File: config.mk
export PLATFORM = sky130hd
export DESIGN_NAME = spi_host
export DESIGN_NICKNAME = d
export VERILOG_FILES = /design/src/inc/spi_host_pkg.sv /design/src/rtl/pin_sync.sv /design/src/rtl/spi_host.sv
export SDC_FILE = /design/constraint.sdc
export NUM_CORES = 1
export LEC_CHECK = 0
export BUFFER_PORTS_ARGS = -buffer_cell sky130_fd_sc_hd__buf_4
export CELL_PAD_IN_SITES_DETAIL_PLACEMENT = 1
export CELL_PAD_IN_SITES_GLOBAL_PLACEMENT = 1
export CORE_MARGIN = 2
export CORE_UTILIZATION = 40
export CTS_BUF_LIST = sky130_fd_sc_hd__clkbuf_16
export CTS_CLUSTER_DIAMETER = 80
export DETAILED_ROUTE_END_ITERATION = 6
export PLACE_DENSITY = 0.76
export SYNTH_ARGS = -nofsm -noshare
export SYNTH_HDL_FRONTEND = slang
export SYNTH_HIERARCHICAL = 1
export SYNTH_SLANG_ARGS = --single-unit
File: constraint.sdc
create_clock -name aclk -period 5.45 [get_ports aclk]
set_clock_uncertainty 0.15 [all_clocks]
set_input_delay 0.8175 -clock aclk [delete_from_list [all_inputs] [get_ports aclk]]
set_output_delay 0.8175 -clock aclk [all_outputs]
set_load 0.05 [all_outputs]
File: src/inc/spi_host_pkg.sv
package spi_host_pkg;
   localparam int ADDR_W = 4;
   localparam logic [ADDR_W-1:0] CTRL_OFS = 4'h0;
   localparam logic [ADDR_W-1:0] TX_OFS = 4'h4;
   localparam logic [ADDR_W-1:0] RX_OFS = 4'h8;
   localparam logic [ADDR_W-1:0] STATUS_OFS = 4'hc;
   localparam int CTRL_GO_BIT = 0;
   localparam int CTRL_RNW_BIT = 1;
   localparam int CTRL_3W_BIT = 2;
   localparam int CTRL_ADDR_LSB = 8;
   localparam int CTRL_NB_LSB = 16;
   localparam int STAT_BUSY_BIT = 0;
   localparam int STAT_DONE_BIT = 1;
   localparam logic [1:0] RESP_OKAY = 2'h0;
   localparam logic [1:0] RESP_SLVERR = 2'h2;
   localparam logic [31:0] RESET_WORD = 32'h0;
   // Sensor's own output format register, written by software through a transfer
   localparam logic [5:0] OUTPUT_FORMAT_CONTROL_ADDR = 6'h31;
   localparam longint CLK_HZ = 20000000;
   localparam longint SCLK_MAX_HZ = 5000000;
   // Run below the ceiling so the pin synchroniser latency fits in a half period
   localparam longint SCLK_HZ = 2500000;
   localparam int SCLK_HALF_CYC = int'((CLK_HZ + 2 * SCLK_HZ - 1) / (2 * SCLK_HZ));
   localparam longint CS_GAP_NS = 250;
   localparam int CS_GAP_CYC = int'((CS_GAP_NS * CLK_HZ + 999999999) / 1000000000);
   localparam longint SDO_DIS_NS = 100;
   localparam int SDO_DIS_CYC = int'((SDO_DIS_NS * CLK_HZ + 999999999) / 1000000000);
   localparam logic [2:0] DIV_LAST = 3'(SCLK_HALF_CYC - 1);
   localparam logic [2:0] GAP_LAST = 3'(CS_GAP_CYC - 1);
   typedef enum logic [1:0] {
      ST_IDLE = 2'h0,
      ST_SETUP = 2'h1,
      ST_SHIFT = 2'h3,
      ST_GAP = 2'h2
   } state_t;
endpackage

File: src/rtl/pin_sync.sv
`timescale 1ns/1ps
module pin_sync (
   input wire logic aclk,
   input wire logic aresetn,
   input wire logic din,
   output logic dout
);
   typedef struct packed {
      logic q1;
      logic q2;
      logic q3;
      logic val;
   } sync_t;
   sync_t s_ff;
   sync_t nxt_s;

   always_comb begin
      nxt_s = s_ff;
      nxt_s.q1 = din;
      nxt_s.q2 = s_ff.q1;
      nxt_s.q3 = s_ff.q2;
      // A change counts once two later stages agree
      if (s_ff.q2 == s_ff.q3) begin
         nxt_s.val = s_ff.q3;
      end
   end

   always_ff @(posedge aclk) begin
      if (!aresetn) begin
         s_ff <= 4'hf;
      end else begin
         s_ff <= nxt_s;
      end
   end

   assign dout = s_ff.val;
endmodule

File: src/rtl/spi_host.sv
`timescale 1ns/1ps
module spi_host (
   input wire logic aclk,
   input wire logic aresetn,
   input wire logic [spi_host_pkg::ADDR_W-1:0] awaddr,
   input wire logic awvalid,
   output logic awready,
   input wire logic [31:0] wdata,
   input wire logic [3:0] wstrb,
   input wire logic wvalid,
   output logic wready,
   output logic [1:0] bresp,
   output logic bvalid,
   input wire logic bready,
   input wire logic [spi_host_pkg::ADDR_W-1:0] araddr,
   input wire logic arvalid,
   output logic arready,
   output logic [31:0] rdata,
   output logic [1:0] rresp,
   output logic rvalid,
   input wire logic rready,
   output logic cs_n,
   output logic sclk,
   output logic sdi_o,
   output logic sdi_oe,
   input wire logic sdi_i,
   input wire logic sdo_i
);
   import spi_host_pkg::*;

   typedef struct packed {
      state_t state;
      logic [2:0] div;
      logic [2:0] gap;
      logic phase;
      logic [5:0] bit_cnt;
      logic cs_n;
      logic sclk;
      logic sdi;
      logic sdi_oe;
      logic rnw;
      logic three;
      logic [5:0] addr;
      logic [1:0] nb;
      logic [31:0] tx;
      logic [31:0] rx;
      logic done;
      logic awready;
      logic wready;
      logic aw_got;
      logic w_got;
      logic [ADDR_W-1:0] waddr;
      logic [31:0] wdat;
      logic [3:0] wstb;
      logic bvalid;
      logic [1:0] bresp;
      logic arready;
      logic rvalid;
      logic [31:0] rdata;
      logic [1:0] rresp;
   } st_t;

   st_t st_ff;
   st_t nxt_st;
   logic sdo_f;
   logic sdio_f;
   logic din;
   logic tick;
   logic go;
   logic done_clr;
   logic done_set;
   logic idle;
   logic [31:0] ctrl_rd;
   logic [31:0] stat_rd;
   logic [31:0] wr;
   logic [5:0] total;
   logic [4:0] k_out;
   logic [4:0] k_in;
   logic [7:0] hdr;
   logic out_bit;

   function automatic logic [31:0] merge(input logic [31:0] old, input logic [31:0] neu,
                                         input logic [3:0] strb);
      logic [31:0] res;
      res = old;
      for (int i = 0; i < 4; i++) begin
         if (strb[i]) begin
            res[i*8 +: 8] = neu[i*8 +: 8];
         end
      end
      return res;
   endfunction

   pin_sync u_sdo_sync (
      .aclk(aclk),
      .aresetn(aresetn),
      .din(sdo_i),
      .dout(sdo_f)
   );

   pin_sync u_sdio_sync (
      .aclk(aclk),
      .aresetn(aresetn),
      .din(sdi_i),
      .dout(sdio_f)
   );

   assign din = st_ff.three ? sdio_f : sdo_f;
   assign idle = (st_ff.state == ST_IDLE);
   assign tick = (st_ff.div == DIV_LAST);
   // Header then 1..4 data bytes; always whole bytes so no byte is cut short
   assign total = {3'(({1'b0, st_ff.nb}) + 3'h2), 3'h0};
   assign hdr = {st_ff.rnw, (st_ff.nb != 2'h0), st_ff.addr};
   assign k_out = 5'(st_ff.bit_cnt - 6'h08);
   assign k_in = 5'(st_ff.bit_cnt - 6'h09);
   // Byte 0 is in bits 7..0 and goes first, each byte MSB first
   assign out_bit = (st_ff.bit_cnt < 6'h08) ? hdr[3'h7 - st_ff.bit_cnt[2:0]]
                                            : st_ff.tx[{k_out[4:3], ~k_out[2:0]}];
   assign ctrl_rd = {14'h0, st_ff.nb, 2'h0, st_ff.addr, 5'h0, st_ff.three, st_ff.rnw, 1'b0};
   assign stat_rd = {30'h0, st_ff.done, !idle};

   always_comb begin
      nxt_st = st_ff;
      go = 1'b0;
      done_clr = 1'b0;
      done_set = 1'b0;
      wr = RESET_WORD;
      if (awvalid && st_ff.awready) begin
         nxt_st.aw_got = 1'b1;
         nxt_st.waddr = awaddr;
      end
      if (wvalid && st_ff.wready) begin
         nxt_st.w_got = 1'b1;
         nxt_st.wdat = wdata;
         nxt_st.wstb = wstrb;
      end
      if (bready && st_ff.bvalid) begin
         nxt_st.bvalid = 1'b0;
      end
      if (st_ff.aw_got && st_ff.w_got && !st_ff.bvalid) begin
         nxt_st.aw_got = 1'b0;
         nxt_st.w_got = 1'b0;
         nxt_st.bvalid = 1'b1;
         nxt_st.bresp = RESP_OKAY;
         case (st_ff.waddr)
            CTRL_OFS: begin
               // Settings are frozen while a transfer runs
               wr = merge(ctrl_rd, st_ff.wdat, st_ff.wstb);
               if (idle) begin
                  nxt_st.rnw = wr[CTRL_RNW_BIT];
                  nxt_st.three = wr[CTRL_3W_BIT];
                  nxt_st.addr = wr[CTRL_ADDR_LSB +: 6];
                  nxt_st.nb = wr[CTRL_NB_LSB +: 2];
                  go = st_ff.wstb[0] && st_ff.wdat[CTRL_GO_BIT];
               end
            end
            TX_OFS: begin
               if (idle) begin
                  nxt_st.tx = merge(st_ff.tx, st_ff.wdat, st_ff.wstb);
               end
            end
            STATUS_OFS: begin
               done_clr = st_ff.wstb[0] && st_ff.wdat[STAT_DONE_BIT];
            end
            RX_OFS: begin
               nxt_st.bresp = RESP_OKAY;
            end
            default: begin
               nxt_st.bresp = RESP_SLVERR;
            end
         endcase
      end
      nxt_st.awready = !nxt_st.aw_got && !nxt_st.bvalid;
      nxt_st.wready = !nxt_st.w_got && !nxt_st.bvalid;

      if (rready && st_ff.rvalid) begin
         nxt_st.rvalid = 1'b0;
      end
      if (arvalid && st_ff.arready) begin
         nxt_st.rvalid = 1'b1;
         nxt_st.rresp = RESP_OKAY;
         case (araddr)
            CTRL_OFS: nxt_st.rdata = ctrl_rd;
            TX_OFS: nxt_st.rdata = st_ff.tx;
            RX_OFS: nxt_st.rdata = st_ff.rx;
            STATUS_OFS: nxt_st.rdata = stat_rd;
            default: begin
               nxt_st.rdata = RESET_WORD;
               nxt_st.rresp = RESP_SLVERR;
            end
         endcase
      end
      nxt_st.arready = !nxt_st.rvalid;

      if (idle || tick) begin
         nxt_st.div = 3'h0;
      end else begin
         nxt_st.div = 3'(st_ff.div + 3'h1);
      end
      case (st_ff.state)
         ST_IDLE: begin
            // Every line is driven and the data line parked high while idle
            nxt_st.cs_n = 1'b1;
            nxt_st.sclk = 1'b1;
            nxt_st.sdi = 1'b1;
            nxt_st.sdi_oe = 1'b1;
            if (go) begin
               nxt_st.state = ST_SETUP;
               nxt_st.cs_n = 1'b0;
               nxt_st.bit_cnt = 6'h0;
               nxt_st.phase = 1'b0;
            end
         end
         ST_SETUP: begin
            if (tick) begin
               nxt_st.state = ST_SHIFT;
            end
         end
         ST_SHIFT: begin
            if (tick) begin
               if (!st_ff.phase) begin
                  // Sample a half period after the rise, covering sync latency
                  if (st_ff.rnw && st_ff.bit_cnt >= 6'h09) begin
                     nxt_st.rx[{k_in[4:3], ~k_in[2:0]}] = din;
                  end
                  if (st_ff.bit_cnt == total) begin
                     nxt_st.state = ST_GAP;
                     nxt_st.cs_n = 1'b1;
                     nxt_st.sdi = 1'b1;
                     nxt_st.gap = 3'h0;
                  end else begin
                     nxt_st.sclk = 1'b0;
                     nxt_st.sdi = out_bit;
                     nxt_st.sdi_oe = !(st_ff.three && st_ff.rnw && st_ff.bit_cnt >= 6'h08);
                     nxt_st.phase = 1'b1;
                  end
               end else begin
                  nxt_st.sclk = 1'b1;
                  nxt_st.bit_cnt = 6'(st_ff.bit_cnt + 6'h01);
                  nxt_st.phase = 1'b0;
               end
            end
         end
         ST_GAP: begin
            // Shared line stays released past the sensor's output disable time
            nxt_st.gap = 3'(st_ff.gap + 3'h1);
            if (st_ff.gap == GAP_LAST) begin
               nxt_st.state = ST_IDLE;
               // Retake the line together with idle, so idle never sees it floating
               nxt_st.sdi_oe = 1'b1;
               done_set = 1'b1;
            end
         end
         default: begin
            nxt_st.state = ST_IDLE;
         end
      endcase
      // Completion wins over a clear in the same cycle
      nxt_st.done = (st_ff.done && !done_clr) || done_set;
   end

   always_ff @(posedge aclk) begin
      if (!aresetn) begin
         st_ff <= '0;
         st_ff.state <= ST_IDLE;
         st_ff.cs_n <= 1'b1;
         st_ff.sclk <= 1'b1;
         st_ff.sdi <= 1'b1;
         st_ff.sdi_oe <= 1'b1;
         st_ff.awready <= 1'b1;
         st_ff.wready <= 1'b1;
         st_ff.arready <= 1'b1;
      end else begin
         st_ff <= nxt_st;
      end
   end

   assign awready = st_ff.awready;
   assign wready = st_ff.wready;
   assign bvalid = st_ff.bvalid;
   assign bresp = st_ff.bresp;
   assign arready = st_ff.arready;
   assign rvalid = st_ff.rvalid;
   assign rdata = st_ff.rdata;
   assign rresp = st_ff.rresp;
   assign cs_n = st_ff.cs_n;
   assign sclk = st_ff.sclk;
   assign sdi_o = st_ff.sdi;
   assign sdi_oe = st_ff.sdi_oe;
endmodule

Yosys cells after proc, flatten, opt, wreduce, memory -nomap -nowiden. Cells that the tools add are included.

$add $sub $neg: 7. Reductions and logical operators: 52. Eq/ne operators: 23. Muxes and demuxes: 51. Bitwise logic cells: 4. Order comparisons: 7.

Operator list (number): $pmux W32 S4 (1); $reduce_and A4 Y1 (11); $mux W35 (1); $bwmux W32 (1); $mux W1 (25); $mux W2 (10); $pmux W10 S2 (1); $eq A4 B4 Y1 const B (4); $logic_and A1 B1 Y1 (16); $ne A2 B2 Y1 const B (8); $mux W14 (1); $ge A6 B4 Y1 const B (2); $lt A5 B6 Y1 const B (2); $sub A5 B4 Y5 const B (2); $mux W3 (3); $reduce_and A3 Y1 (3); $eq A4 B3 Y1 const B (2); $logic_not A1 Y1 (8); $logic_not A4 Y1 (2); $mux W8 (1); $pmux W2 S4 (1); $reduce_or A4 Y1 (2); $add A3 B1 Y3 const B (2); $add A6 B1 Y6 const B (1); other kinds (27) (34).

Output and inout bits: 45. Logic and storage cells: 184. Bits of input ports: 53. Flip-flop bits (word level): 185.

Longest topological paths before layout.
Depth after elaboration: 9. Gate-level depth with buffers: 10. Mapped depth without buffers: 7.

Modules after synthesis. The synthesis kept the hierarchy.

Modules (own cells, without submodules): spi_host (sequential area each 3503.4 um2, times used 1, cells an instance 909, area an instance 8001.4 um2); pin_sync (sequential area each 80.1 um2, times used 2, cells an instance 10, area an instance 112.6 um2).

Least setup slack after synthesis. OpenSTA, ideal clock, no wires.

Kind: register to register. Start point: register st_ff[163] (netlist name). End point: register st_ff[108] (netlist name). Arrival: 2.290 ns. Cell stages (with the launch flop): 11. Path slack: 2.878 ns. Period minus slack after synthesis: 2.572 ns. Buffers on the path: 3. Data required time: 5.168 ns. Library setup time: 0.132 ns. Cell sequence: dfxtp_1 clkbuf_1 inv_1 ha_1 or3b_1 a211o_1 clkbuf_1 and3_1 clkbuf_1 a21oi_1 nor3_1.

Longest elaborated chain between the ends: 7. Elaborated cells between the ends (all ways): 11. Classes of those cells: add/sub: 1; order compare: 3; mux: 3; bitwise: 1; reduce/logical: 3.

Ends and longest elaborated chain: from (decl) (RTL line spi_host.sv:63) `st_t st_ff;`; from (signal assigned) (RTL line spi_host.sv:274) `st_ff <= nxt_st;`; $sub A5 B4 Y5 (RTL line spi_host.sv:115) `assign k_in = 5'(st_ff.bit_cnt - 6'h09);`; $not A3 Y3 (RTL line spi_host.sv:224) `nxt_st.rx[{k_in[4:3], ~k_in[2:0]}] = din;`; $lt A5 B6 Y1 (implied by the code) / $ge A5 B1 Y1 (equally long branches) (RTL line spi_host.sv:224); $logic_and A1 B1 Y1 (implied by the code) (RTL line spi_host.sv:224); $mux W1 (implied by the code) (RTL line spi_host.sv:224); $demux W1 S5 (RTL line spi_host.sv:224); $bwmux W32 (RTL line spi_host.sv:224).

Parallel ways exist; a longest one is shown, timed or not. A chain may end at the register's enable or synchronous reset.

Worst setup path in the final report.
Start point: register st_ff[162] (netlist name). End point: register st_ff[100] (netlist name).

The elaborated chain is that of the path after synthesis.

==> results by stage <==
Flow run:
- The number of max-capacitance violations reported is 0.

Die:
- The core region is roughly 20000 um^2.
- The full die area is about 22000 um^2.
- The cell row count is 52.
- The floorplan step set the die height to ~150 um.
- The top-level port count is 98.
- The initial utilization of the core area, before any placement, comes to 0.4066.
- The overall die width is 147.4 um.

STA:
- The highest clock rate is 0.2941 GHz.
- The final clock period utilization by the worst path is 0.6240.
- The tightest slew margin relative to the limit is 0.2988.
- The final count of pins violating max slew is 0.
- The hold violation count in the final report is 0.
- For the pin with the worst max-slew slack, the measured transition is 1.050 ns.
- Setup violations remaining at the end of the flow were counted as 0.
- Setup total negative slack on the finished layout was measured at 0 ns.
- The clock period could shrink to approximately 3.4 ns.
- Setup repair after global routing left no endpoint under its margin.

Finish:
- The antenna diode count is 0.
- The finished cells cover around 9400 um^2.
- The commonest non-fill, non-tap cell in the layout is sky130_fd_sc_hd__dfxtp_1.
- After filler insertion, the fill cell instance count of the layout stands at between 2000 and 2500.
- The area growth from synthesis to layout is 14.75%.
- The number of nets in the layout is slightly above 1000.
- In the layout the commonest cells are 183 x sky130_fd_sc_hd__dfxtp_1, 110 x sky130_fd_sc_hd__nand2_1, 102 x sky130_fd_sc_hd__buf_4.
- The fraction of layout instances using a drive strength above 1 is 0.1710.

Worst setup path:
- The launching element type of the critical path is a flop.
- On the critical path, the stage with the largest delay is an instance of sky130_fd_sc_hd__dfxtp_1.
- The signal on the critical path passes through inv_1 > ha_1 > or3b_1 > a211o_1 > nand3_1 > o311a_1.
- The worst setup path is captured at a flop.
- Of all nets on the critical path, the largest fanout is 25.
- The required time at the endpoint of the critical path is between 5 and 6 ns.
- Setup slack on the worst reg-to-reg path comes out at slightly above 2 ns.
- The capture point of the worst reg-to-reg path is st_ff[100]$_SDFFE_PN0P_.
- The worst reg2reg path depth is 6.
- On the critical path the largest part of the delay comes from flip-flops.
- The largest single stage delay on the critical path is between 1 and 1.5 ns.
- The number of buffers and inverters on the critical path is 1.
- The arrival time at the worst endpoint is roughly 3.6 ns.
- The worst flop-to-flop path startpoint is st_ff[162]$_SDFFE_PN0P_.
- By startpoint and endpoint, the worst setup path is classified as reg2reg.

Yosys:
- In this run, synthesis inferred 0 flip-flops with an integrated enable.
- The share of the Yosys chip area taken by registers is 0.4453.
- The mapped cell area is roughly 8200 um^2.
- Dividing the synthesized area by the synthesized cell count gives a little under 9 um^2.
- For this run, the number of Yosys warnings is 6.
- The netlist uses between 50 and 60 different library cells.
- Among all flip-flop cells after synthesis, the most frequent one is sky130_fd_sc_hd__dfxtp_1.
- After synthesis, the share of flip-flops with an asynchronous set or reset is 0.
- The number of storage elements in the synthesis netlist is about 180.
- The cell count after synthesis is between 900 and 1000.

Clock network:
- The number of buffers inserted for hold repair after clock tree synthesis is 0.
- The cell chosen for the clock root is sky130_fd_sc_hd__clkbuf_16.
- For the worst-skew pair, the clock arrives at the later sink with an insertion delay of between 0.4 and 0.5 ns.
- The count of buffers added by post-CTS timing repair for setup is 0.
- The total clock buffers created by CTS is 17.
- Clock tree synthesis found a total of approximately 180 sinks.
- TritonCTS built the clock tree.
- The maximum level of the CTS H-tree is 4.
- Once the clock tree was built, the resizer swapped 0 gates to a different size.
- The clock transition at the registers of the reported paths is roughly 0.070 ns.
- The clock passes through at most 2 buffers.

Outcome:
- The run finished with clean final reports.

Drt:
- The via-per-instance ratio is between 5 and 6.
- For this run, the detailed router's first-pass iteration total came to 5.
- For this block, the routed nets add up to approximately 22000 um of wire.
- In this run, the number of DRC markers left after iteration 0 of detailed routing was between 500 and 600.
- The detail route stage leaves a number of antenna-violating nets equal to 0.
- The number of design rule violations left after detail routing is 0.
- The routed length per placed instance is 18.17 um.
- The count of vias placed by the detailed router is 6790.

Global routing:
- The global routing met2 resource utilization is 0.3152.
- The fraction of met1 tracks used by global routing is 0.3142.
- The number of global-route vias before repair is 6623.
- The global-route layer with the greatest usage is met2.
- The number of antenna violations at the first check in global routing came to 0.
- The global routing usage on met3 is 0.03827.
- Global routing finished with a remaining overflow of 0.
- The total global routing track utilization is 0.2094.
- The first global-routing pass estimated ~36000 um of wire.
- Entering global routing, the biggest net connects 85 pins.

Min path:
- The worst hold endpoint is u_sdio_sync/nxt_s[1]$_SDFF_PN1_.
- The class of the most critical hold timing path is reg2reg.
- The origin of the worst min-delay path is u_sdio_sync/nxt_s[2]$_SDFF_PN1_.
- Counting instances, the worst hold path has a depth of 1.

Placed design:
- Once placement finished, the instance area stood at slightly below 9000 um^2.
- The number of I/O port buffers is between 90 and 100.
- The HPWL after detailed placement is 15750 um.
- The final estimated routing congestion in global placement is about 0.9.

Power and ir drop:
- Across the VDD grid, the largest voltage drop is 0.0001768 V.
- The total power divided by cell area is between 300 and 400 nW/um^2.
- For this design the static power due to leakage is ~3.8 nW.
-- sequential cells by signal, summed over array words and instances, names as in the netlist, 2 cells and up --
| register | flops |
|---|---|
| ctrl_rd | 10 |
| rdata | 32 |
| st_ff | 122 |
| u_sdio_sync/nxt_s | 2 |
| u_sdo_sync/nxt_s | 2 |
-- per-layer routing --
metal / wire length (um) / vias to the layer above
met5: 0 / -
met4: 196 / 0
met3: 1159 / 15
met2: 9859 / 193
met1: 11220 / 3293
li1: - / 3289
-- logic make-up (layout without fill, tap and decap cells) --
family / count (synthesis) / in the layout / share of synthesized area
and+or+nand+nor: 334 / 334 / 0.1942
AOI/OAI and AO/OA: 207 / 207 / 0.1635
DFF: 183 / 183 / 0.4453
buffers and inverters: 113 / 148 / 0.06890
muxes: 71 / 71 / 0.1004
adders and majority gates: 13 / 13 / 0.01977
xor gates and xnor gates: 7 / 7 / 0.007453
other: 1 / 2 / 0.0004558
-- cells in the mapped netlist, types with 2 or more instances --
cell type                  instances  area [um^2]
sky130_fd_sc_hd__dfxtp_1         183         3664
sky130_fd_sc_hd__nand2_1         110        412.9
sky130_fd_sc_hd__nor2_1           92        345.3
sky130_fd_sc_hd__a21oi_1          81        405.4
sky130_fd_sc_hd__mux2i_1          60        600.6
sky130_fd_sc_hd__clkbuf_1         51        191.4
sky130_fd_sc_hd__nor3_1           47        235.2
sky130_fd_sc_hd__a22oi_1          37        277.8
sky130_fd_sc_hd__buf_4            36        270.3
sky130_fd_sc_hd__o21ai_0          26        130.1
sky130_fd_sc_hd__a22o_1           23        201.4
sky130_fd_sc_hd__inv_1            14        52.55
sky130_fd_sc_hd__ha_1             13        162.7
sky130_fd_sc_hd__nand2b_1         11        68.82
sky130_fd_sc_hd__nand4_1          10        62.56
sky130_fd_sc_hd__mux4_2            9        202.7
sky130_fd_sc_hd__nand3_1           9        45.04
sky130_fd_sc_hd__nand3b_1          8        60.06
sky130_fd_sc_hd__o21bai_1          8        60.06
sky130_fd_sc_hd__and2_1            7        43.79
sky130_fd_sc_hd__nand3_2           7        70.07
sky130_fd_sc_hd__o311a_1           7        70.07
sky130_fd_sc_hd__and3_1            6        37.54
sky130_fd_sc_hd__buf_1             6        22.52
sky130_fd_sc_hd__buf_2             6        30.03
sky130_fd_sc_hd__nor2b_1           6        37.54
sky130_fd_sc_hd__xor2_1            5        43.79
sky130_fd_sc_hd__a211oi_1          4        30.03
sky130_fd_sc_hd__or2_2             4        25.02
sky130_fd_sc_hd__nor3b_1           3        22.52
sky130_fd_sc_hd__o21ai_1           3        15.01
sky130_fd_sc_hd__or3_1             3        18.77
sky130_fd_sc_hd__a21o_1            2        15.01
sky130_fd_sc_hd__and4b_1           2        20.02
sky130_fd_sc_hd__mux2_2            2        22.52
sky130_fd_sc_hd__o211ai_1          2        15.01
sky130_fd_sc_hd__o21a_1            2        15.01
sky130_fd_sc_hd__or3b_2            2        17.52
sky130_fd_sc_hd__xnor2_1           2        17.52
-- final cells by class --
| type | count | area, um^2 | share of cell area |
|---|---|---|---|
| timing repair buffer | 102 | 765.7 | 0.08111 |
| inverter | 14 | 55.05 | 0.005832 |
| clock buffer | 17 | 425.4 | 0.04506 |
| sequential | 183 | 3664 | 0.3881 |
| tap | 270 | 337.8 | 0.03579 |
| multi-input combinational | 634 | 4016 | 0.4254 |
| clock inverter | 15 | 176.4 | 0.01869 |
-- worst register-to-register path, stage by stage (launching register included) --
cell and delay [ns]:
sky130_fd_sc_hd__dfxtp_1 1.02, sky130_fd_sc_hd__inv_1 0.37, sky130_fd_sc_hd__ha_1 0.43, sky130_fd_sc_hd__or3b_1 0.21, sky130_fd_sc_hd__a211o_1 0.28, sky130_fd_sc_hd__nand3_1 0.38, sky130_fd_sc_hd__o311a_1 0.46
-- per-stage QoR --
| step | util | std cells | setup slack, ns | hold slack [ns] | power [mW] |
|---|---|---|---|---|---|
| final | 0.4665 | 1235 | 2.049 | 0.2571 | 2.914 |
| after global routing | 0.4665 | 1235 | 1.740 | 0.2767 | 3.018 |
| after CTS | 0.4665 | 1235 | 2.054 | 0.2607 | 2.938 |
| after detailed placement | 0.4368 | 1203 | 2.078 | 0.2452 | 1.675 |
| after global placement | 0.4368 | 1203 | 2.216 | 0.2491 | 1.670 |
| after floorplan | - | 930 | 2.878 | 0.2363 | 1.590 |
-- worst max-delay path by stage --
stage / start / to / cells after the start
after floorplan: st_ff[163]$_SDFFE_PN0P_ / st_ff[108]$_SDFFE_PN0P_ / 10
final: st_ff[162]$_SDFFE_PN0P_ / st_ff[100]$_SDFFE_PN0P_ / 6
after CTS: st_ff[162]$_SDFFE_PN0P_ / st_ff[92]$_SDFFE_PN0P_ / 7
after global placement: st_ff[162]$_SDFFE_PN0P_ / st_ff[100]$_SDFFE_PN0P_ / 6
after global routing: st_ff[162]$_SDFFE_PN0P_ / st_ff[104]$_SDFFE_PN0P_ / 7
after detailed placement: st_ff[162]$_SDFFE_PN0P_ / st_ff[92]$_SDFFE_PN0P_ / 7
-- power by group --
part / internal (mW) / total, mW / switching, mW
sequential: 1.37 / 1.40 / 0.0340
combinational: 0.0852 / 0.240 / 0.155
clock: 0.724 / 1.27 / 0.546
total: 2.18 / 2.91 / 0.735
(Power assumes the default switching activity.)
